===== config.mk =====
export PLATFORM = sky130hd
export DESIGN_NAME = nv_controller
export DESIGN_NICKNAME = d
export VERILOG_FILES = /design/src/hw/eeprom_ctrl_pkg.sv /design/src/hw/serial_shifter.sv /design/src/hw/nv_controller.sv
export SDC_FILE = /design/constraint.sdc
export NUM_CORES = 1
export LEC_CHECK = 0
export ABC_AREA = 1
export BUFFER_PORTS_ARGS = -buffer_cell sky130_fd_sc_hd__buf_2
export CORE_MARGIN = 2
export CORE_UTILIZATION = 38
export DETAILED_ROUTE_END_ITERATION = 12
export PLACE_DENSITY_LB_ADDON = 0.2
export SLEW_MARGIN = 20
export SYNTH_ARGS = -nofsm -noshare
export SYNTH_HDL_FRONTEND = slang
export SYNTH_SLANG_ARGS = --single-unit

===== constraint.sdc =====
create_clock -name hclk -period 2 [get_ports hclk]
set_input_delay 0.1 -clock hclk [delete_from_list [all_inputs] [get_ports hclk]]
set_output_delay 0.1 -clock hclk [all_outputs]
set_load 0.03 [all_outputs]

===== src/hw/eeprom_ctrl_pkg.sv =====
// Constants, command codes and register map of the serial EEPROM controller.
// Assumes a 50 MHz system clock; every timing count is derived from it here.
package eeprom_ctrl_pkg;

    // ------------------------------------------------------------
    // Register offsets (byte addresses within the block)
    // ------------------------------------------------------------
    localparam logic [7:0] OFS_COMMAND = 8'hb0;
    localparam logic [7:0] OFS_DATA = 8'hb4;
    localparam logic [7:0] OFS_STATUS = 8'hb8;
    localparam logic [7:0] OFS_MASK = 8'hbc;

    // ------------------------------------------------------------
    // Field positions
    // ------------------------------------------------------------
    localparam int BUSY_BIT = 31;
    localparam int CMD_LSB = 28;
    localparam int EW_BIT = 10;
    localparam int TIMEOUT_BIT = 9;
    localparam int LOADED_BIT = 8;
    localparam int IRQ_DONE = 0;
    localparam int IRQ_TIMEOUT = 1;

    // ------------------------------------------------------------
    // Reset values
    // ------------------------------------------------------------
    localparam logic [7:0] RESET_ADDR = 8'h00;
    localparam logic [7:0] RESET_DATA = 8'h00;
    localparam logic [1:0] RESET_MASK = 2'h0;

    // ------------------------------------------------------------
    // Timing
    // ------------------------------------------------------------
    localparam int CLK_MHZ = 50;
    localparam int TIMEOUT_MS = 30;
    localparam int TIMEOUT_CYCLES = TIMEOUT_MS * 1000 * CLK_MHZ;
    localparam int SCLK_HALF_NS = 500;
    localparam int SCLK_HALF_CYCLES = (SCLK_HALF_NS * CLK_MHZ + 999) / 1000;
    localparam int CS_GAP_NS = 250;
    localparam int CS_GAP_CYCLES = (CS_GAP_NS * CLK_MHZ + 999) / 1000;

    // ------------------------------------------------------------
    // Serial frame
    // ------------------------------------------------------------
    localparam logic [4:0] FRAME_BITS = 5'h0b;
    localparam logic [4:0] FRAME_DATA_BITS = 5'h13;
    localparam logic [3:0] RX_BITS = 4'h8;
    localparam logic [1:0] OP_READ = 2'h2;
    localparam logic [1:0] OP_WRITE = 2'h1;
    localparam logic [1:0] OP_ERASE = 2'h3;
    localparam logic [1:0] OP_MISC = 2'h0;
    localparam logic [1:0] MISC_EW_ON = 2'h3;
    localparam logic [1:0] MISC_EW_OFF = 2'h0;
    localparam logic [1:0] MISC_FILL = 2'h1;
    localparam logic [1:0] MISC_WIPE = 2'h2;
    localparam logic [7:0] SIGNATURE = 8'ha5;
    localparam logic [2:0] STATION_BYTES = 3'h6;

    typedef enum logic [2:0] {
        cmd_read,
        cmd_erase_write_disable,
        cmd_erase_write_enable,
        cmd_write,
        cmd_write_every_location,
        cmd_erase,
        cmd_bulk_erase,
        cmd_reload
    } cmd_e;

endpackage : eeprom_ctrl_pkg


===== src/hw/serial_shifter.sv =====
// Bit engine for the three-wire EEPROM link: shifts a frame out MSB first,
// then clocks in_count bits in. Assumes din is already synchronised to hclk.
`timescale 1ns/10ps
module serial_shifter #(
    parameter int HALF = eeprom_ctrl_pkg::SCLK_HALF_CYCLES
) (
    input wire logic hclk,
    input wire logic hresetn,
    input wire logic ce,
    input wire logic start,
    input wire logic [4:0] out_count,
    input wire logic [3:0] in_count,
    input wire logic [18:0] tx,
    input wire logic din,
    output logic done,
    output logic [7:0] rx,
    output logic sclk,
    output logic dout,
    output logic dout_oe_n
);
    import eeprom_ctrl_pkg::*;

    localparam int DW = $clog2(HALF + 1);
    typedef enum logic [1:0] {SH_IDLE, SH_LOW, SH_HIGH} phase_e;
    typedef struct packed {
        phase_e phase;
        logic [DW-1:0] div;
        logic [4:0] out_left;
        logic [3:0] in_left;
        logic [18:0] sreg;
        logic [7:0] rx;
        logic sclk, dout, oe_n, done;
    } shift_s;

    shift_s s, n;

    always_comb begin
        n = s;
        n.done = 1'b0;
        case (s.phase)
            SH_IDLE: begin
                if (start) begin
                    n.sreg = tx;
                    n.out_left = out_count;
                    n.in_left = in_count;
                    n.dout = tx[18];
                    n.oe_n = 1'b0;
                    n.div = '0;
                    n.phase = SH_LOW;
                end
            end
            SH_LOW: begin
                if (s.div == DW'(HALF - 1)) begin
                    n.div = '0;
                    n.sclk = 1'b1;
                    n.phase = SH_HIGH;
                end else begin
                    n.div = s.div + DW'(1);
                end
            end
            SH_HIGH: begin
                if (s.div == DW'(HALF - 1)) begin
                    n.div = '0;
                    n.sclk = 1'b0;
                    n.phase = SH_LOW;
                    if (s.out_left != 5'h00) begin
                        n.out_left = s.out_left - 5'h01;
                        n.sreg = {s.sreg[17:0], 1'b0};
                        n.dout = s.sreg[17];
                    end else begin
                        // Sampled late in the high phase, after the part has driven it
                        n.in_left = s.in_left - 4'h1;
                        n.rx = {s.rx[6:0], din};
                    end
                    if (n.out_left == 5'h00) begin
                        n.oe_n = 1'b1;
                    end
                    if (n.out_left == 5'h00 && n.in_left == 4'h0) begin
                        n.phase = SH_IDLE;
                        n.dout = 1'b0;
                        n.done = 1'b1;
                    end
                end else begin
                    n.div = s.div + DW'(1);
                end
            end
            default: n.phase = SH_IDLE;
        endcase
    end

    always_ff @(posedge hclk or negedge hresetn) begin
        if (!hresetn) begin
            s <= '0;
            s.oe_n <= 1'b1;
        end else if (ce) begin
            s <= n;
        end
    end

    assign done = s.done;
    assign rx = s.rx;
    assign sclk = s.sclk;
    assign dout = s.dout;
    assign dout_oe_n = s.oe_n;
endmodule : serial_shifter


===== src/hw/nv_controller.sv =====
// Serial EEPROM command controller with an AHB-Lite register slave.
// Assumes a single-word AHB-Lite master and a three-wire EEPROM on the pins.
//
// The AHB-Lite register port was decided locally.
`timescale 1ns/10ps

module nv_controller #(
    parameter int TIMEOUT = eeprom_ctrl_pkg::TIMEOUT_CYCLES
) (
    input wire logic hclk,
    input wire logic hresetn,
    input wire logic ce,
    input wire logic hsel,
    input wire logic [31:0] haddr,
    input wire logic [1:0] htrans,
    input wire logic hwrite,
    input wire logic [2:0] hsize,
    input wire logic [31:0] hwdata,
    input wire logic hready,
    output logic [31:0] hrdata,
    output logic hreadyout,
    output logic hresp,
    output logic irq,
    output logic eeprom_cs,
    output logic eeprom_sclk,
    input wire logic serial_data_line_in,
    output logic serial_data_line_out,
    output logic serial_data_line_oe_n,
    output logic [47:0] station_address,
    output logic station_address_ready_flag
);
    import eeprom_ctrl_pkg::*;

    localparam int TW = $clog2(TIMEOUT + 1);
    localparam int GW = $clog2(CS_GAP_CYCLES + 1);

    typedef enum logic [1:0] {M_IDLE, M_SHIFT, M_GAP, M_POLL} mstate_e;

    typedef struct packed {
        mstate_e state;
        cmd_e cmd;
        logic [7:0] addr;
        logic [7:0] data;
        logic go, busy, timeout, loaded, ew_on, sig_ok, cs, start, irq;
        logic [1:0] irq_stat;
        logic [1:0] irq_mask;
        logic [2:0] idx;
        logic [GW-1:0] gap;
        logic [TW-1:0] tcnt;
        logic [47:0] station;
        logic dp_valid, dp_write;
        logic [7:0] dp_addr;
        logic [31:0] hrdata;
        logic din_s1, din_s2;
    } ctrl_s;

    ctrl_s s, n;

    logic sh_done;
    logic [7:0] sh_rx;
    logic [18:0] sh_tx;
    logic [4:0] sh_out;
    logic [3:0] sh_in;
    logic done;

    // ------------------------------------------------------------
    // Helpers
    // ------------------------------------------------------------
    function automatic logic [18:0] frame_of(cmd_e c, logic [7:0] a, logic [7:0] d);
        case (c)
            cmd_read: frame_of = {1'b1, OP_READ, a, 8'h00};
            cmd_write: frame_of = {1'b1, OP_WRITE, a, d};
            cmd_erase: frame_of = {1'b1, OP_ERASE, a, 8'h00};
            cmd_erase_write_enable: frame_of = {1'b1, OP_MISC, MISC_EW_ON, 14'h0000};
            cmd_erase_write_disable: frame_of = {1'b1, OP_MISC, MISC_EW_OFF, 14'h0000};
            cmd_write_every_location: frame_of = {1'b1, OP_MISC, MISC_FILL, 6'h00, d};
            cmd_bulk_erase: frame_of = {1'b1, OP_MISC, MISC_WIPE, 14'h0000};
            default: frame_of = {1'b1, OP_READ, a, 8'h00};
        endcase
    endfunction : frame_of

    function automatic logic [31:0] read_word(ctrl_s v, logic [7:0] a);
        logic [31:0] w;
        w = 32'h0000_0000;
        case (a)
            OFS_COMMAND: begin
                w[BUSY_BIT] = v.busy;
                w[CMD_LSB +: 3] = v.cmd;
                w[EW_BIT] = v.ew_on;
                w[TIMEOUT_BIT] = v.timeout;
                w[LOADED_BIT] = v.loaded;
                w[7:0] = v.addr;
            end
            OFS_DATA: w[7:0] = v.data;
            OFS_STATUS: w[1:0] = v.irq_stat;
            OFS_MASK: w[1:0] = v.irq_mask;
            default: w = 32'h0000_0000;
        endcase
        return w;
    endfunction : read_word

    function automatic logic waits_ready(cmd_e c);
        return c == cmd_write || c == cmd_write_every_location ||
               c == cmd_erase || c == cmd_bulk_erase;
    endfunction : waits_ready

    // Reload reads walk the index; read, write and erase frames use the address field
    always_comb begin
        sh_tx = frame_of(s.cmd, (s.cmd == cmd_reload) ? {5'h00, s.idx} : s.addr, s.data);
        sh_out = (s.cmd == cmd_write || s.cmd == cmd_write_every_location)
                 ? FRAME_DATA_BITS : FRAME_BITS;
        sh_in = (s.cmd == cmd_read || s.cmd == cmd_reload) ? RX_BITS : 4'h0;
    end

    // ------------------------------------------------------------
    // Next state
    // ------------------------------------------------------------
    always_comb begin
        n = s;
        done = 1'b0;
        n.start = 1'b0;
        n.din_s1 = serial_data_line_in;
        n.din_s2 = s.din_s1;

        // Bus write, data phase; command and data are locked while busy
        if (s.dp_valid && s.dp_write) begin
            case (s.dp_addr)
                OFS_COMMAND: begin
                    if (!s.busy) begin
                        n.addr = hwdata[7:0];
                        n.cmd = cmd_e'(hwdata[CMD_LSB +: 3]);
                        if (hwdata[BUSY_BIT]) begin
                            n.go = 1'b1;
                            n.busy = 1'b1;
                        end
                    end
                end
                OFS_DATA: begin
                    if (!s.busy) begin
                        n.data = hwdata[7:0];
                    end
                end
                OFS_STATUS: n.irq_stat = s.irq_stat & ~hwdata[1:0];
                OFS_MASK: n.irq_mask = hwdata[1:0];
                default: n.irq_mask = s.irq_mask;
            endcase
        end

        case (s.state)
            M_IDLE: begin
                if (s.go) begin
                    n.go = 1'b0;
                    n.timeout = 1'b0;
                    n.idx = 3'h0;
                    n.sig_ok = 1'b0;
                    if (s.cmd == cmd_reload) begin
                        n.loaded = 1'b0;
                    end
                    n.cs = 1'b1;
                    n.start = 1'b1;
                    n.state = M_SHIFT;
                end
            end
            M_SHIFT: begin
                if (sh_done) begin
                    n.cs = 1'b0;
                    n.gap = '0;
                    case (s.cmd)
                        cmd_read: begin
                            n.data = sh_rx;
                            done = 1'b1;
                        end
                        // Mirror of the part's own write-enable latch
                        cmd_erase_write_enable: begin
                            n.ew_on = 1'b1;
                            done = 1'b1;
                        end
                        cmd_erase_write_disable: begin
                            n.ew_on = 1'b0;
                            done = 1'b1;
                        end
                        cmd_reload: begin
                            n.idx = s.idx + 3'h1;
                            if (s.idx == 3'h0) begin
                                n.sig_ok = (sh_rx == SIGNATURE);
                            end else begin
                                n.station = {s.station[39:0], sh_rx};
                            end
                            if (s.idx == 3'h0 && sh_rx != SIGNATURE) begin
                                done = 1'b1;
                            end else if (s.idx == STATION_BYTES) begin
                                n.loaded = 1'b1;
                                done = 1'b1;
                            end else begin
                                n.state = M_GAP;
                            end
                        end
                        // Only programming frames wait for the ready answer
                        default: n.state = M_GAP;
                    endcase
                end
            end
            M_GAP: begin
                if (s.gap == GW'(CS_GAP_CYCLES - 1)) begin
                    n.cs = 1'b1;
                    if (s.cmd == cmd_reload) begin
                        n.start = 1'b1;
                        n.state = M_SHIFT;
                    end else begin
                        n.tcnt = '0;
                        n.state = M_POLL;
                    end
                end else begin
                    n.gap = s.gap + GW'(1);
                end
            end
            M_POLL: begin
                if (s.din_s2) begin
                    n.cs = 1'b0;
                    done = 1'b1;
                end else if (s.tcnt == TW'(TIMEOUT - 1)) begin
                    n.cs = 1'b0;
                    n.timeout = 1'b1;
                    n.irq_stat[IRQ_TIMEOUT] = 1'b1;
                    done = 1'b1;
                end else begin
                    n.tcnt = s.tcnt + TW'(1);
                end
            end
            default: n.state = M_IDLE;
        endcase

        // Events land after the clear, so a same-cycle event is kept
        if (done) begin
            n.busy = 1'b0;
            n.state = M_IDLE;
            n.irq_stat[IRQ_DONE] = 1'b1;
        end
        n.irq = |(n.irq_stat & n.irq_mask);

        // Address phase; read data built from the updated copy
        n.dp_valid = hsel && htrans[1] && hready;
        if (n.dp_valid) begin
            n.dp_addr = haddr[7:0];
            n.dp_write = hwrite;
            if (!hwrite) begin
                n.hrdata = read_word(n, haddr[7:0]);
            end
        end
    end

    // Power-up load of the station address starts straight out of reset
    always_ff @(posedge hclk or negedge hresetn) begin
        if (!hresetn) begin
            s <= '0;
            s.addr <= RESET_ADDR;
            s.data <= RESET_DATA;
            s.irq_mask <= RESET_MASK;
            s.cmd <= cmd_reload;
            s.go <= 1'b1;
            s.busy <= 1'b1;
        end else if (ce) begin
            s <= n;
        end
    end

    serial_shifter #(
        .HALF(SCLK_HALF_CYCLES)
    ) u_shift (
        .hclk(hclk),
        .hresetn(hresetn),
        .ce(ce),
        .start(s.start),
        .out_count(sh_out),
        .in_count(sh_in),
        .tx(sh_tx),
        .din(s.din_s2),
        .done(sh_done),
        .rx(sh_rx),
        .sclk(eeprom_sclk),
        .dout(serial_data_line_out),
        .dout_oe_n(serial_data_line_oe_n)
    );

    // ------------------------------------------------------------
    // Outputs
    // ------------------------------------------------------------
    assign hrdata = s.hrdata;
    assign hreadyout = 1'b1;
    assign hresp = 1'b0;
    assign irq = s.irq;
    assign eeprom_cs = s.cs;
    assign station_address = s.station;
    assign station_address_ready_flag = s.loaded;
endmodule : nv_controller


# [Word level (Yosys, flattened, before mapping)]
# Cells that the tools add are included.
[classes] n_addsub=6 eq_ne=47 muxes=103 n_bitwise=6 reduce_logical=40
[op_table] op="$pmux W18 S6" count=1
[op_table] op="$mux W21" count=5
[op_table] op="$eq A8 B8 Y1 const B" count=9
[op_table] op="$mux W8" count=7
[op_table] op="$pmux W28 S2" count=1
[op_table] op="$pmux W21 S2" count=1
[op_table] op="$mux W40" count=1
[op_table] op="$mux W2" count=18
[op_table] op="$mux W35" count=1
[op_table] op="$mux W4" count=8
[op_table] op="$mux W1" count=31
[op_table] op="$reduce_and A5 Y1" count=6
[op_table] op="$mux W5" count=5
[op_table] op="$mux W11" count=2
[op_table] op="$add A21 B1 Y21 const B" count=1
[op_table] op="$eq A21 B21 Y1 const B" count=1
[op_table] op="$reduce_and A4 Y1" count=5
[op_table] op="$mux W19" count=1
[op_table] op="$ne A2 B2 Y1 const B" count=8
[op_table] op="$eq A3 B3 Y1 const B" count=5
[op_table] op="$pmux W1 S2" count=7
[op_table] op="$ne A3 B3 Y1 const B" count=4
[op_table] op="$pmux W2 S3" count=2
[op_table] op="$pmux W6 S2" count=1
[op_table] op="42 further kinds" count=71
[totals] ff_bits=182 inputBits=76 output_inout_bits=88 elab_cells=236

# [Longest topological paths before layout]
[depth] ltp_word=9 ltp_mapped=16 depth_no_buf=15

# [Hierarchy]
# Synthesis repeated with hierarchy kept, for this count alone.
[unflattened] cells_unflattened=1227 hier_area_um2=10236.1
[by_module_without_submodules] mod="nv_controller" n_inst=1 cells_per_inst=915 area_each_um2=7671.1 seq_area_each_um2=3409.5
[by_module_without_submodules] mod="serial_shifter" n_inst=1 cells_per_inst=312 area_each_um2=2565.0 seq_area_each_um2=1152.4

# [Worst setup path before layout]
# OpenSTA, ideal clock, no wires.
[synth_timing] path_type="register -> register" from="register u_shift.s[35] in the netlist's numbering" to="register u_shift.s, in the netlist u_shift.dout" setup_time_ns=0.117 t_arrival_ns=1.668 required_time_ns=1.883 setup_slack_ns=0.216 stages_incl_launch_ff=15 path_buffers=1 synth_period_minus_slack_ns=1.784 path_cell_list="dfrtp_1 inv_1 ha_1 inv_1 nor2_1 nand2_1 buf_6 nor2_4 xor2_1 and2_1 nand3_1 nand2_1 nand2_1 nand2_1 nand2_1"
[synth_between] elab_chain_len=9 word_cells_on_any_way=16 cone_classes="add/sub: 1; eq/ne: 1; mux: 9; reduce/logical: 5"
[synth_lines] item="start, declared" line_no="serial_shifter.sv:35" text="shift_s s, n;"
[synth_lines] item="start signal, assigned" line_no="serial_shifter.sv:96" text="s <= n;"
[synth_lines] item="$sub A5 B1 Y5 or $reduce_bool A5 Y1 (tied branches)" line_no="serial_shifter.sv:67, serial_shifter.sv:66"
[synth_lines] item="$mux W5 or $mux W4 (tied branches)" line_no="serial_shifter.sv:66" text="if (s.out_left != 5'h00) begin"
[synth_lines] item="$mux W5 or $mux W4 (tied branches)" line_no="serial_shifter.sv:62" text="if (s.div == DW'(HALF - 1)) begin"
[synth_lines] item="$mux W5 or $mux W4 (tied branches)" line_no="serial_shifter.sv:40" text="case (s.phase)"
[synth_lines] item="$logic_not A5 Y1 or $logic_not A4 Y1 (tied branches)" line_no="serial_shifter.sv:78" text="if (n.out_left == 5'h00 && n.in_left == 4'h0) begin"
[synth_lines] item="$logic_and A1 B1 Y1" line_no="serial_shifter.sv:78"
[synth_lines] item="$mux W1" line_no="serial_shifter.sv:78"
[synth_lines] item="$mux W40" line_no="serial_shifter.sv:62"
[synth_lines] item="$pmux W2 S2" line_no="serial_shifter.sv:40"
# Several ways; a longest one is shown, not always the timed one. The select of a mux whose other input is x is not followed.
# A chain may end at the register's enable or synchronous reset.

# [Worst setup path in the final report]
[layout_timing] from="register s[153] in the netlist's numbering" to="register s, in the netlist station_address[27]"
[layout_between] elab_chain_len=2
[layout_lines] item="start, declared" line_no="nv_controller.sv:57" text="ctrl_s s, n;"
[layout_lines] item="start signal, assigned" line_no="nv_controller.sv:263" text="s <= n;"
[layout_lines] item="$eq A2 B1 Y1" line_no="nv_controller.sv:149" text="case (s.state)"
[layout_lines] item="$reduce_and A5 Y1 (no line)"
# Every way passes these cells.

==> run summary <==
Die Y: 166 um
Port bufs: 96
Total track usage: 0.174
Switching power: 0.00412 W
Avg Cell Area, Syn: 7.99 um^2
Worst clock skew: 14.6 ps
VDD IR-drop max: 0.469 mV
Half-perimeter wire length after placement: 17000 um
Worst hold path type: input port to register
Die W: 166 um
Clk network pwr share: 0.317
Row count: 59
Pwr Density: 964 nW/um^2
Yosys reg bits: 182
Largest net degree at the start of global routing: 60
Syn Inst Count: 1251
Logic pwr share: 0.281
Total power: 0.0112 W
Routability cong.: 0.902
Post-synth EDFFs: 0
RSZ-0062 raised after global routing: yes
CTS root buf: clkbuf_16
Max Buffers Root-to-Sink: 2
Number of unique standard cell types used by synthesis: 51
Status: finished clean
Via count: 8065
Worst slew pin tran: 678 ps
Async SR Flop Fraction: 1.00
DR iter-0 viols: 471
CTS tree: done
Layout cell share with drive strength beyond 1: 0.200
CTS clk-pin slew, worst paths: 90 ps
First-pass GRT wire length: 39400 um
# nets final: 1431
Dpl cell area: 10600 um^2
IO Pins: 164
Clk_lat worst skew: 440 ps
Relative slew slack: 0.547
Synth Cell Area: 10000 um^2
Max-slew violations: 0
H-tree depth: 4
Internal cell power: 0.00704 W
Sequential Power Share: 0.402
DIE AREA: 27600 um^2
DRC: 0
Initial DRT Pass Iterations: 7
R2R Setup Slk: 120 ps
Hold Fails Final Rpt: 0
Total clock sinks: 182
Switching Fraction: 0.369
Worst EP required: 2330 ps
Final non-filler cell area: 11600 um^2
Antenna diodes: 0
Via density: 4.79
Critical Path AT: 2220 ps
Core area: 26000 um^2
Routed WL per cell: 14.0 um
Initial Util: 0.385
CP startpoint kind: register
Place WS: -18.5 ps
Post-DRT Antenna Nets: 0
Kind of end point of the critical path: register
Antenna violations before repair: 0
Leak pwr: 5.78 nW
WS Path Type: register to register
Vias in the first global route: 7734
CTS buffer count: 17
Final hold slack: 30.1 ps
Post-synthesis sequential area ratio: 0.456
Max Cap Viol: 0
CP Max Fanout: 14
# setup viols final: 0
GRT overflow: 0
Yosys warning count: 0
Synth Flop Type: dfrtp_1
Period utilisation layout: 0.942
Final min period: 1880 ps
Post-Route WL: 23600 um
Peak Freq: 0.531 GHz
Setup ws final: 115 ps
Area Growth Syn to Fin: 15.7%
## stage by stage
stage	utilization	instances	TNS, ps
final	0.445	1683	0
after global placement	0.409	1632	0
after floorplan	-	1268	0
after global routing	0.445	1683	-98.6
after detailed placement	0.409	1632	-31.2
after CTS	0.439	1676	0
## repair_timing
action / CTS / global route
endpoints found under the setup margin: 4 / 52
gates resized for setup: 2 / 30
setup buffers: 0 / 7
gates cloned: 1 / 0
endpoints found under the hold margin: 62 / 0
hold buffers: 11 / 0
pin swaps: 1 / 8
## cells by family (layout without fill, tap and decap cells)
logic type / count (synthesis) / in the layout / share of synthesized area
AO/OA/AOI/OAI: 234 / 234 / 0.130
XOR/XNOR: 15 / 15 / 0.0131
adder cells (fa/ha/maj): 20 / 20 / 0.0250
buffers and inverters: 285 / 364 / 0.143
flip-flops: 182 / 182 / 0.456
multiplexers: 9 / 9 / 0.0101
other: 2 / 19 / 0.000751
AND/OR/NAND/NOR: 504 / 505 / 0.222
## power groups by stage
stage	logic, W	registers, W	clock network (W)
5_1_grt	0.00357	0.00455	0.00380
3_3_place_gp	0.00290	0.00454	0
2_1_floorplan	0.00203	0.00451	0
4_1_cts	0.00297	0.00448	0.00364
3_5_place_dp	0.00292	0.00454	0
6_report	0.00313	0.00448	0.00354
## final timing paths
| check | start | end | cells past startpoint |
|---|---|---|---|
| max in group asynchronous | hresetn | s[132] | 3 |
| worst max register to register | s[153] | station_address[27] | 6 |
| worst max-delay path | s[153] | station_address[27] | 6 |
| worst min register to register | hrdata[0] | hrdata[0] | 2 |
| worst min-delay path | hwdata[6] | s[147] | 3 |
| min in group asynchronous | hresetn | station_address[38] | 2 |
## cell usage in the layout (no fill, tap or decap), drive strengths merged, types with 7 or more instances in the layout
cell	count
a21oi	33
nand4	20
nand3	64
o31ai	8
clkbuf	18
nor3	21
conb	19
ha	20
inv	169
o211ai	7
nor2	97
buf	155
dfrtp	176
nand2	293
clkinv	11
mux2	9
o22ai	13
o21ai	156
xor2	13
dlygate4sd3	11
## synth_stat cells, types with 2 or more instances
cell      number  area (um^2)
a21oi_1       30          150
a21oi_2        3         26.3
a22oi_1        3         22.5
a31oi_1        3         18.8
buf_2         11         55.1
buf_4         84          631
buf_6          4         45.0
clkbuf_1      21         78.8
clkinv_1       2         7.51
conb_1         2         7.51
dfrtp_1      176         4400
dfstp_2        6          158
ha_1          20          250
inv_1        152          571
inv_2         10         37.5
mux2_2         8         90.1
nand2_1      287         1080
nand2_2        2         12.5
nand2_4        3         33.8
nand3_1       59          295
nand3_2        4         40.0
nand3b_1       3         22.5
nand4_1       19          119
nor2_1        88          330
nor2_2         6         37.5
nor2_4         2         22.5
nor3_1        17         85.1
nor3_2         4         40.0
o211ai_1       7         52.6
o21ai_0      110          551
o21ai_1       43          215
o21ai_2        3         26.3
o21bai_1       6         45.0
o22ai_1       13         81.3
o31ai_1        8         60.1
or2_1          2         12.5
or2_2          3         18.8
xnor2_1        2         17.5
xor2_1        13          114
## routing by layer
layer / up-vias / GRT usage / part of all wire
met5: - / 0 / 0
met4: 0 / 0.0547 / 0.019
met3: 26 / 0.0269 / 0.036
met2: 157 / 0.280 / 0.46
met1: 3776 / 0.242 / 0.49
li1: 4106 / - / -
## final cells by class
type	count	area, um^2
fillers	2593	14400
flip-flops and latches	182	4560
multi-input cells	802	4180
repair buffers	167	1130
inverters	165	632
clock buffers	17	425
well taps	335	419
clock inverters	15	216
## state kept, by name, indices dropped and copies added (netlist names)
name                        flops
irq                             1
u_shift.dout_oe_n               1
station_address                48
station_address_ready_flag      1
n                               1
u_shift.rx                      8
u_shift.done                    1
u_shift.sclk                    1
u_shift.dout                    1
s                              69
hrdata                         15
u_shift.s                      34
eeprom_cs                       1
## worst max-delay path, cell delays in order (launching register included)
cell,delay [ps]
dfrtp_1,410
inv_1,90
ha_1,230
inv_2,100
nor2_4,230
nand3_2,330
mux2_2,380
(Power assumes the default switching activity.)
